===== config.mk =====
export PLATFORM = sky130hd
export DESIGN_NAME = isu_irq_status_and_midi_uart
export DESIGN_NICKNAME = d
export VERILOG_FILES = /design/src/logic/isu_pkg.sv /design/src/logic/isu_irq_status_and_midi_uart.sv
export SDC_FILE = /design/constraint.sdc
export NUM_CORES = 1
export LEC_CHECK = 0
export ABC_AREA = 1
export BUFFER_PORTS_ARGS = -buffer_cell sky130_fd_sc_hd__buf_2
export CAP_MARGIN = 20
export CELL_PAD_IN_SITES_DETAIL_PLACEMENT = 0
export CELL_PAD_IN_SITES_GLOBAL_PLACEMENT = 1
export CORE_ASPECT_RATIO = 1.25
export CORE_MARGIN = 5
export CORE_UTILIZATION = 28
export DETAILED_ROUTE_END_ITERATION = 10
export HOLD_SLACK_MARGIN = 0.08
export PLACE_DENSITY = 0.87
export SLEW_MARGIN = 0
export SYNTH_ARGS = -nofsm -noshare
export SYNTH_HDL_FRONTEND = slang
export SYNTH_SLANG_ARGS = --single-unit

===== constraint.sdc =====
create_clock -name clk -period 1.4 [get_ports clk]
set_clock_uncertainty 0.15 [all_clocks]
set_input_delay 0.28 -clock clk [delete_from_list [all_inputs] [get_ports clk]]
set_output_delay 0.28 -clock clk [all_outputs]
set_load 0.005 [all_outputs]

===== src/logic/isu_pkg.sv =====
package isu_pkg;
  localparam logic [5:0]  ADDR_IRQ_STATUS  = 6'h04;
  localparam logic [5:0]  ADDR_MIDI_DATA   = 6'h08;
  localparam logic [5:0]  ADDR_MIDI_STCTL  = 6'h09;
  localparam logic [5:0]  ADDR_MIDI_TEST   = 6'h0a;
  localparam logic [31:0] IRQ_STATUS_RESET = 32'h7ffffec0;
  localparam logic [21:0] STATUS_ONES      = 22'h3fffff;
  localparam int          BIT_ANY_IRQ      = 31;
  localparam int          BIT_SYNC_ERR     = 8;
  localparam int          BIT_RX_IRQ       = 7;
  localparam int          BIT_TX_IRQ       = 2;
  localparam int          BIT_TX_READY     = 1;
  localparam int          BIT_RX_AVAIL     = 0;
  localparam int          BIT_RX_IRQ_EN    = 7;
  localparam int          TX_SEL_HI        = 6;
  localparam int          TX_SEL_LO        = 5;
  localparam int          CMD_HI           = 1;
  localparam int          CMD_LO           = 0;
  localparam logic [1:0]  TX_SEL_READY     = 2'h1;
  localparam logic [1:0]  CMD_SOFT_RESET   = 2'h3;
  localparam logic [7:0]  MIDI_CTL_RESET   = 8'h00;
  localparam logic [7:0]  MIDI_TEST_RESET  = 8'h00;

  typedef struct packed {
    logic first_playback_irq;
    logic second_playback_irq;
    logic record_irq;
    logic bus_master_irq_raw;
    logic [1:0] voice_source_code;
    logic sync_error;
  } isu_sources_t;

  typedef struct packed {
    logic       valid;
    logic       write;
    logic [5:0] addr;
    logic [3:0] byte_en;
    logic [31:0] wdata;
  } isu_req_t;
endpackage : isu_pkg


===== src/logic/isu_irq_status_and_midi_uart.sv =====
`timescale 1ns/1ps
module isu_irq_status_and_midi_uart (
  input  wire logic                 clk,
  input  wire logic                 sys_rst,
  input  wire isu_pkg::isu_req_t    req,
  output logic [31:0]               rdata,
  output logic                      rvalid,
  input  wire isu_pkg::isu_sources_t src,
  input  wire logic                 bus_master_irq_mask,
  input  wire logic                 power_change_irq_mask,
  input  wire logic [1:0]           current_power_level,
  input  wire logic [1:0]           config_power_state,
  input  wire logic                 uart_enable,
  input  wire logic                 sync_error_pin,
  input  wire logic [7:0]           rx_byte,
  input  wire logic                 rx_byte_valid,
  input  wire logic                 tx_byte_taken,
  output logic [7:0]                tx_byte,
  output logic                      tx_byte_valid,
  output logic                      uart_soft_reset,
  output logic                      uart_test_clock_sel,
  output logic                      any_irq_pending
);
  logic [7:0] midi_port_control;
  logic [7:0] midi_port_test;
  logic [7:0] rx_hold;
  logic       receive_byte_available;
  logic       sync_meta;
  logic       sync_sync;
  logic       sync_err_flag;
  logic       power_level_irq;
  logic       bus_master_irq;
  logic       uart_irq;
  logic       receive_irq_pending;
  logic       transmit_irq_pending;
  logic       transmit_ready;
  logic       receive_irq_enable;
  logic [1:0] transmit_irq_select;
  logic [1:0] port_command;
  logic       uart_run;
  logic       wr_data;
  logic       rd_data;
  logic       wr_ctl;
  logic       wr_test;
  logic [31:0] status_word;
  logic [7:0]  midi_status;

  function automatic logic byte_hit(input isu_pkg::isu_req_t r, input logic [5:0] a);
    byte_hit = r.valid && (r.addr[5:2] == a[5:2]) && r.byte_en[a[1:0]];
  endfunction : byte_hit

  assign receive_irq_enable  = midi_port_control[isu_pkg::BIT_RX_IRQ_EN];
  assign transmit_irq_select = midi_port_control[isu_pkg::TX_SEL_HI:isu_pkg::TX_SEL_LO];
  assign port_command        = midi_port_control[isu_pkg::CMD_HI:isu_pkg::CMD_LO];
  assign uart_run            = uart_enable && !uart_soft_reset;
  assign wr_data = byte_hit(req, isu_pkg::ADDR_MIDI_DATA) && req.write && uart_run;
  assign rd_data = byte_hit(req, isu_pkg::ADDR_MIDI_DATA) && !req.write;
  assign wr_ctl  = byte_hit(req, isu_pkg::ADDR_MIDI_STCTL) && req.write;
  assign wr_test = byte_hit(req, isu_pkg::ADDR_MIDI_TEST) && req.write;

  // Codec sync input synchroniser
  always_ff @(posedge clk) begin
    if (sys_rst) begin
      sync_meta <= 1'b0;
      sync_sync <= 1'b0;
    end else begin
      sync_meta <= sync_error_pin;
      sync_sync <= sync_meta;
    end
  end

  always_ff @(posedge clk) begin
    if (sys_rst) begin
      sync_err_flag <= 1'b0;
    end else begin
      sync_err_flag <= sync_sync || src.sync_error;
    end
  end

  always_ff @(posedge clk) begin
    if (sys_rst) begin
      midi_port_control <= isu_pkg::MIDI_CTL_RESET;
    end else if (wr_ctl) begin
      midi_port_control <= req.wdata[15:8];
    end
  end

  always_ff @(posedge clk) begin
    if (sys_rst) begin
      uart_soft_reset <= 1'b0;
    end else begin
      uart_soft_reset <= wr_ctl && (req.wdata[9:8] == isu_pkg::CMD_SOFT_RESET);
    end
  end

  always_ff @(posedge clk) begin
    if (sys_rst) begin
      midi_port_test <= isu_pkg::MIDI_TEST_RESET;
    end else if (wr_test) begin
      midi_port_test <= {7'h00, req.wdata[16]};
    end
  end
  assign uart_test_clock_sel = midi_port_test[0];

  // receive holding byte, set wins over read
  always_ff @(posedge clk) begin
    if (sys_rst || uart_soft_reset) begin
      rx_hold                <= 8'h00;
      receive_byte_available <= 1'b0;
    end else if (rx_byte_valid && uart_run) begin
      rx_hold                <= rx_byte;
      receive_byte_available <= 1'b1;
    end else if (rd_data) begin
      receive_byte_available <= 1'b0;
    end
  end

  always_ff @(posedge clk) begin
    if (sys_rst || uart_soft_reset) begin
      tx_byte       <= 8'h00;
      tx_byte_valid <= 1'b0;
    end else if (wr_data) begin
      tx_byte       <= req.wdata[7:0];
      tx_byte_valid <= 1'b1;
    end else if (tx_byte_taken) begin
      tx_byte_valid <= 1'b0;
    end
  end

  assign transmit_ready       = uart_run && !tx_byte_valid;
  assign receive_irq_pending  = receive_byte_available && receive_irq_enable;
  assign transmit_irq_pending = transmit_ready && (transmit_irq_select == isu_pkg::TX_SEL_READY);
  assign uart_irq             = receive_irq_pending || transmit_irq_pending;
  assign power_level_irq      = power_change_irq_mask &&
                                (config_power_state != current_power_level);
  assign bus_master_irq       = src.bus_master_irq_raw && bus_master_irq_mask;

  always_comb begin
    midi_status = 8'h00;
    midi_status[isu_pkg::BIT_RX_IRQ]   = receive_irq_pending;
    midi_status[isu_pkg::BIT_TX_IRQ]   = transmit_irq_pending;
    midi_status[isu_pkg::BIT_TX_READY] = transmit_ready;
    midi_status[isu_pkg::BIT_RX_AVAIL] = receive_byte_available;
  end

  always_comb begin
    status_word = {any_irq_pending, isu_pkg::STATUS_ONES, sync_err_flag,
                   src.voice_source_code, power_level_irq, bus_master_irq,
                   uart_irq, src.first_playback_irq, src.second_playback_irq,
                   src.record_irq};
  end

  assign any_irq_pending = src.first_playback_irq || src.second_playback_irq ||
                           src.record_irq || uart_irq || bus_master_irq ||
                           power_level_irq;

  // full-word read of status; byte reads of UART lanes
  always_ff @(posedge clk) begin
    if (sys_rst) begin
      rdata  <= 32'h00000000;
      rvalid <= 1'b0;
    end else begin
      rvalid <= req.valid && !req.write;
      rdata  <= 32'h00000000;
      if (req.valid && !req.write) begin
        if (req.addr[5:2] == isu_pkg::ADDR_IRQ_STATUS[5:2] && req.byte_en == 4'hf) begin
          rdata <= status_word;
        end else if (req.addr[5:2] == isu_pkg::ADDR_MIDI_DATA[5:2]) begin
          rdata <= {8'h00, midi_port_test, midi_status, rx_hold};
        end
      end
    end
  end
endmodule : isu_irq_status_and_midi_uart


==> impl_metrics.env, run 1 <==
export IMPL_synth_compound_area_share_pct=8.03
export IMPL_floorplan_core_area_um2=6250
export IMPL_failed_checks="setup timing"
export IMPL_die_area_um2=8170
export IMPL_finalHoldViolations=0
export IMPL_seqPwrFrac_pct=53.9
export IMPL_synth_simple_gate_area_share_pct=28.0
export IMPL_use_met1_pct=12.3
export IMPL_pin_count_of_the_biggest_net_entering_global_routing=19
export IMPL_finalSetupViolations=10
export IMPL_total_power_mw=2.27
export IMPL_synthAdderAreaFrac_pct=0
export IMPL_syn_inst=241
export IMPL_final_antenna_net_count=0
export IMPL_antenna_violations_before_repair=0
export IMPL_yosysSeqAreaShare_pct=46.5
export IMPL_sw_frac_of_total_pct=23.1
export IMPL_setup_ws_ns=-0.198
export IMPL_synthDominantCellAreaShare_pct=46.5
export IMPL_yosys_register_bits=42
export IMPL_detail_route_wl_per_cell_um=10.9
export IMPL_die_width_um=81.9
export IMPL_grt_ovfl_total=0
export IMPL_fp_row_count=32
export IMPL_numCtsBuffers=5
export IMPL_routabilityCongestion=0.736
export IMPL_post_place_cells=417
export IMPL_critical_path_max_fanout=2
export IMPL_floorplan_initialDensity_pct=28.9
export IMPL_worstPathRequired_ns=0.97
export IMPL_global_route_peak_usage_layer="met2"
export IMPL_area_growth_syn_to_layout_pct=47.9
export IMPL_final_layout_size_suffix_gt1_share_pct=43.3
export IMPL_worst_slew_margin_rel_pct=83.4
export IMPL_cts_reportedPaths_clkPinSlew_ns=0.08
export IMPL_cellPowerDensity_nw_per_um2=849
export IMPL_rsz0062_at_grt="true"
export IMPL_dieHeight_um=99.8
export IMPL_grt_util_all_layers_pct=11.3
export IMPL_power_switching_uw=525
export IMPL_synthesized_area_fraction_occupied_by_xor_and_xnor_cells_pct=0.969
export IMPL_p_leak_nw=1.45
export IMPL_yosys_top_cells_area="dfxtp_1 (47%), nand2_1 (8.7%), nor2_1 (8.3%)"
export IMPL_period_needed_ns=1.60
export IMPL_cellInternalPower_mw=1.75
export IMPL_netlist_cell_type_count=23
export IMPL_power_clock_fraction_pct=34.7
export IMPL_finalInstanceArea_um2=2670
export IMPL_ctsHtreeMaxLevel=2
export IMPL_combinational_family_with_the_most_area_after_synthesis="simple AND/OR/NAND/NOR gates"
export IMPL_cp_end_kind="output pin"
export IMPL_status="finished, violations left"
export IMPL_drtPass1Iterations=4
export IMPL_vias_per_cell=4.04
export IMPL_clock_insertion_delay_worst_skew_ns=0.29
export IMPL_grtUsageMet2_pct=20.1
export IMPL_routed_wl_um=4760
export IMPL_layout_commonest_cell="buf_2"
export IMPL_synth_warnings=0
export IMPL_crit_type="register to output pin"
export IMPL_n_antenna_cell=0
export IMPL_maximum_capacitance_violations=0
export IMPL_timing_critical_path_arrival_ns=1.17
export IMPL_pwr_share_comb_pct=11.3
export IMPL_maxClockFrequency_mhz=626
export IMPL_grt_use_met3_pct=3.50
export IMPL_cts_tree="yes"
export IMPL_final_nets=423
export IMPL_vdd_drop_max_v=0.000310
export IMPL_worstSetupStartpointType="register"
export IMPL_fin_tns_setup_ns=-0.672
export IMPL_drcViolationCount=0
export IMPL_post_place_instance_area_um2=2400
export IMPL_netlist_area_um2=1810
export IMPL_grt_pass1_vias=1615
export IMPL_layoutNonFillerInstCount=438
export IMPL_yosysTopAreaCell="dfxtp_1"
export IMPL_post_route_period_util_pct=114
export IMPL_ioPinCount=116
export IMPL_syn_nets=312
export IMPL_numPortBuffers=95
export IMPL_final_cell_mix="buf_2 (95), dfxtp_1 (39), nand2_1 (38), nor2_1 (38), inv_1 (35)"
export IMPL_synth_mux_area_share_pct=0
export IMPL_drt_initial_drc_count=22
export IMPL_clock_sinks=42
export IMPL_tightest_slew_ns=0.248
export IMPL_half_perimeter_wire_length_after_detailed_placement_um=3730
export IMPL_grt_first_pass_wirelength_um=7180
export IMPL_cts_path_max_buffers=2
export IMPL_postSynthAreaPerCell_um2=7.50
export IMPL_final_max_slew_violation_count=0
export IMPL_worst_hold_path_type="input port to register"
export IMPL_num_vias=1768
export IMPL_fillers=674
export IMPL_clk_root_buffer_cell="clkbuf_8"
power groups by stage:
stage / Sequential [mW] / Clock, mW / Combinational (mW)
floorplan: 1.25 / 0 / 0.0979
global placement: 1.25 / 0 / 0.215
detailed placement: 1.25 / 0 / 0.220
CTS: 1.22 / 0.813 / 0.241
global route: 1.23 / 0.883 / 0.288
finish: 1.22 / 0.788 / 0.258
Yosys cell counts (all sizes together):
cell   instances
a21oi         11
buf           20
dfxtp         42
inv           40
nand2         43
nand3         18
nand4          1
nor2          45
nor3           3
o21ai         11
o22ai          5
xnor2          2
per-layer routing:
layer / wire (um) / vias up / part of all wire (%)
met5: 0 / - / 0
met2: 2360 / 72 / 49
met3: 471 / 6 / 9.9
met1: 1850 / 748 / 39
met4: 85 / 0 / 1.8
li1: - / 942 / -
cell type report:
cell class | count | area [um2] | share of cell area, %
Multi-Input combinational cell | 140 | 716 | 26.8
Sequential cell | 42 | 845 | 31.6
Clock buffer | 7 | 86.3 | 3.23
Inverter | 40 | 150 | 5.62
Clock inverter | 1 | 5.00 | 0.187
Tap cell | 85 | 106 | 3.98
Timing Repair Buffer | 123 | 766 | 28.6
through the flow:
step | utilization, % | hold slack, ns | setup slack [ns]
6_report | 42.8 | 0.0875 | -0.198
5_1_grt | 42.8 | 0.0885 | -0.290
4_1_cts | 41.4 | 0.0822 | -0.186
3_5_place_dp | 38.4 | 0.245 | -0.0583
3_3_place_gp | 38.4 | 0.239 | -0.0554
2_1_floorplan | - | 0.201 | 0.159
state kept, by name, summed over array words and instances, names as in the netlist:
name and count:
rdata 15, receive_byte_available 1, midi_port_control 3, uart_soft_reset 1, tx_byte_valid 1, sync_sync 1, rvalid 1, midi_port_test 1
tx_byte 8, rx_hold 8, sync_err_flag 1, sync_meta 1
worst paths after layout:
check,from,end,slack [ns],cells after the start
setup / recovery,uart_soft_reset,any_irq_pending,-0.20,6
hold / removal,src[2],rdata[7],0.09,3
setup reg to reg,uart_soft_reset,tx_byte_valid,-0.08,8
hold reg to reg,sync_meta,sync_sync,0.25,2
kinds of logic after synthesis:
group                     Yosys count
xor gates and xnor gates            2
DFF                                42
buffers and inverters              60
and+or+nand+nor                   110
AOI/OAI and AO/OA                  27
what timing repair did:
| item | CTS | global route |
|---|---|---|
| buffers inserted | 1 | 3 |
| hold endpoints to repair | 6 | 0 |
| pin swaps | 1 | 8 |
| resized for setup | 8 | 14 |
| cloned | 0 | 2 |
| hold buffers | 7 | 0 |
| endpoints found under the setup margin | 19 | 11 |
worst max-delay path: stages, from the launching register on:
cell     delay [ns]
dfxtp_2        0.34
nor2_4         0.13
nand2_2        0.08
nor2_4         0.12
nor2_2         0.05
nand3_2        0.06
buf_2          0.11
Power figures use the tool's default switching activity.
==> inputs of run 2 (changes only) <==
- ABC_AREA: 1 -> not set
- CORE_UTILIZATION: 28 -> 29
==> run 2 against run 1 <==
- the run still ends with setup timing left
- maximum frequency is 1.8% lower
- clock power is 45% higher
- worst setup slack worse by 0.029 ns
- critical path depth is 2 lower
- sequential power hardly changed
- via count is 3.0% higher
- non-clock buffer count is 20 higher
- critical path type unchanged
- critical endpoint unchanged
- largest cell class is now buffers
==> impl_metrics.env, run 2 <==
export IMPL_status="finished, violations left"
export IMPL_failed_checks="setup timing"
export IMPL_cellPowerDensity_nw_per_um2=935
export IMPL_final_antenna_net_count=0
export IMPL_worst_slew_margin_rel_pct=63.2
export IMPL_num_vias=1821
export IMPL_synthDominantCellAreaShare_pct=47.7
export IMPL_clock_sinks=42
export IMPL_finalSetupViolations=11
export IMPL_antenna_violations_before_repair=0
export IMPL_pwr_share_comb_pct=11.6
export IMPL_netlist_area_um2=1760
export IMPL_final_layout_size_suffix_gt1_share_pct=51.8
export IMPL_largest_registers="rdata: 15 flops, rx_hold: 8 flops, tx_byte: 8 flops"
export IMPL_number_of_enable_type_register_cells_in_the_synthesized_netlist=0
export IMPL_floorplan_core_area_um2=5860
export IMPL_grt_ovfl_total=0
export IMPL_vias_per_cell=4.73
export IMPL_detail_route_wl_per_cell_um=14.4
export IMPL_synth_most_common_cell="dfxtp_1"
export IMPL_synth_warnings=0
export IMPL_critical_path_max_fanout=2
export IMPL_dieHeight_um=97.2
export IMPL_syn_inst=178
export IMPL_grt_util_all_layers_pct=13.6
export IMPL_numPortBuffers=95
export IMPL_clock_insertion_delay_worst_skew_ns=0.29
export IMPL_rsz0062_at_grt="true"
export IMPL_area_growth_syn_to_layout_pct=62.3
export IMPL_die_area_um2=7750
export IMPL_grt_pass1_vias=1888
export IMPL_finalHoldViolations=0
export IMPL_power_clock_fraction_pct=42.7
export IMPL_routabilityCongestion=0.737
export IMPL_fp_row_count=31
export IMPL_ctsHtreeMaxLevel=2
export IMPL_worst_hold_path_type="input port to register"
export IMPL_largest_register_ffs=15
export IMPL_half_perimeter_wire_length_after_detailed_placement_um=3870
export IMPL_floorplan_initialDensity_pct=30.1
export IMPL_yosysSeqAreaShare_pct=47.7
export IMPL_maxClockFrequency_mhz=614
export IMPL_drcViolationCount=0
export IMPL_pin_count_of_the_biggest_net_entering_global_routing=19
export IMPL_final_cell_mix="buf_2 (94), dfxtp_1 (39), buf_4 (25)"
export IMPL_maximum_capacitance_violations=0
export IMPL_numCtsBuffers=5
export IMPL_cts_tree="yes"
export IMPL_syn_nets=249
export IMPL_yosysTopAreaCell="dfxtp_1"
export IMPL_largest_register="rdata"
export IMPL_drt_initial_drc_count=63
export IMPL_cts_path_max_buffers=2
export IMPL_final_max_slew_violation_count=0
export IMPL_sw_frac_of_total_pct=21.6
export IMPL_postSynthAreaPerCell_um2=9.91
export IMPL_post_route_util_pct=48.9
export IMPL_reg2reg_setup_slack_ns=-0.04
export IMPL_n_antenna_cell=0
export IMPL_cts_reportedPaths_clkPinSlew_ns=0.08
export IMPL_final_nets=373
export IMPL_period_needed_ns=1.63
export IMPL_layout_commonest_cell="buf_2"
export IMPL_fin_worst_hold_slack_ns=0.0802
export IMPL_ioPinCount=116
export IMPL_drtPass1Iterations=4
export IMPL_synth_async_sr_flop_share_pct=0
export IMPL_seqPwrFrac_pct=45.7
export IMPL_crit_type="register to output pin"
export IMPL_p_leak_nw=1.41
export IMPL_clk_root_buffer_cell="clkbuf_8"
export IMPL_worstPathRequired_ns=0.97
export IMPL_vdd_drop_max_v=0.000458
export IMPL_timing_critical_path_arrival_ns=1.20
export IMPL_netlist_cell_type_count=40
export IMPL_power_switching_uw=578
export IMPL_setup_ws_ns=-0.228
export IMPL_post_place_instance_area_um2=2400
export IMPL_yosys_top_cells_count="dfxtp_1 (42), buf_4 (18), a21oi_1 (13), nand4_1 (12), o31ai_1 (12)"
export IMPL_grt_first_pass_wirelength_um=8520
export IMPL_synthFlopType="dfxtp_1"
export IMPL_finalInstanceArea_um2=2860
export IMPL_post_route_period_util_pct=116
export IMPL_cp_end_kind="output pin"
export IMPL_worstSetupStartpointType="register"
export IMPL_dp_slack_ns=-0.310
export IMPL_die_width_um=79.8
export IMPL_fillers=550
export IMPL_routed_wl_um=5550
export IMPL_yosys_top_cells_area="dfxtp_1 (48%), buf_4 (7.7%), o31ai_1 (5.1%)"
export IMPL_cellInternalPower_mw=2.10
export IMPL_tightest_slew_ns=0.551
export IMPL_yosys_register_bits=42
run 2: logic make-up (layout without fill, tap and decap cells):
| group | count (synthesis) | count (layout) | share of synthesized area (%) |
|---|---|---|---|
| AOI/OAI and AO/OA | 44 | 44 | 17.2 |
| xor gates and xnor gates | 2 | 2 | 0.993 |
| buffers and inverters | 32 | 155 | 11.3 |
| DFF | 42 | 42 | 47.7 |
| muxes | 8 | 8 | 4.54 |
| and+or+nand+nor | 50 | 52 | 18.2 |
run 2: per-layer routing:
metal	global-route usage, %	wire [um]
met1	14.9	2130
met2	24.3	2830
met3	4.82	529
met4	4.03	59
met5	0	0
run 2: final cells by class:
class,instances,area (um2),area share (%)
timing repair buffer,143,940,32.8
sequential,42,845,29.5
multi-input combinational,106,822,28.7
tap,82,103,3.58
clock buffer,5,68.8,2.40
clock inverter,3,68.8,2.40
inverter,4,17.5,0.612
run 2: worst paths after layout:
| check | startpoint | end | cells after the start |
|---|---|---|---|
| worst max-delay path | tx_byte_valid | any_irq_pending | 4 |
| worst min-delay path | rx_byte[3] | rx_hold[3] | 3 |
| worst max register to register | uart_soft_reset | rx_hold[4] | 5 |
| worst min register to register | sync_sync | sync_err_flag | 2 |
run 2: power groups by stage:
stage	registers [mW]	clock network [mW]	logic, mW
4_1_cts	1.22	1.17	0.281
2_1_floorplan	1.25	0	0.0930
3_5_place_dp	1.25	0	0.247
6_report	1.22	1.14	0.311
3_3_place_gp	1.25	0	0.242
5_1_grt	1.23	1.24	0.338
run 2: worst max-delay path, cell delays in order, from the launching register on:
cell,delay [ns]
dfxtp_2,0.35
nor3b_4,0.24
a22oi_2,0.10
nand3_1,0.09
buf_2,0.12
run 2: stage by stage:
stage,instances,setup TNS (ns),power (mW)
global placement,355,-6.88,1.49
detailed placement,355,-7.04,1.50
finish,385,-0.456,2.68
global route,385,-1.18,2.80
CTS,378,-0.257,2.67
floorplan,178,-1.14,1.34
run 2: timing repair:
item | CTS | global route
pin swaps | 3 | 10
buffers inserted | 2 | 2
cloned | 0 | 3
hold buffers | 14 | 2
endpoints found under the hold margin | 13 | 2
endpoints found under the setup margin | 26 | 22
resized for setup | 11 | 14
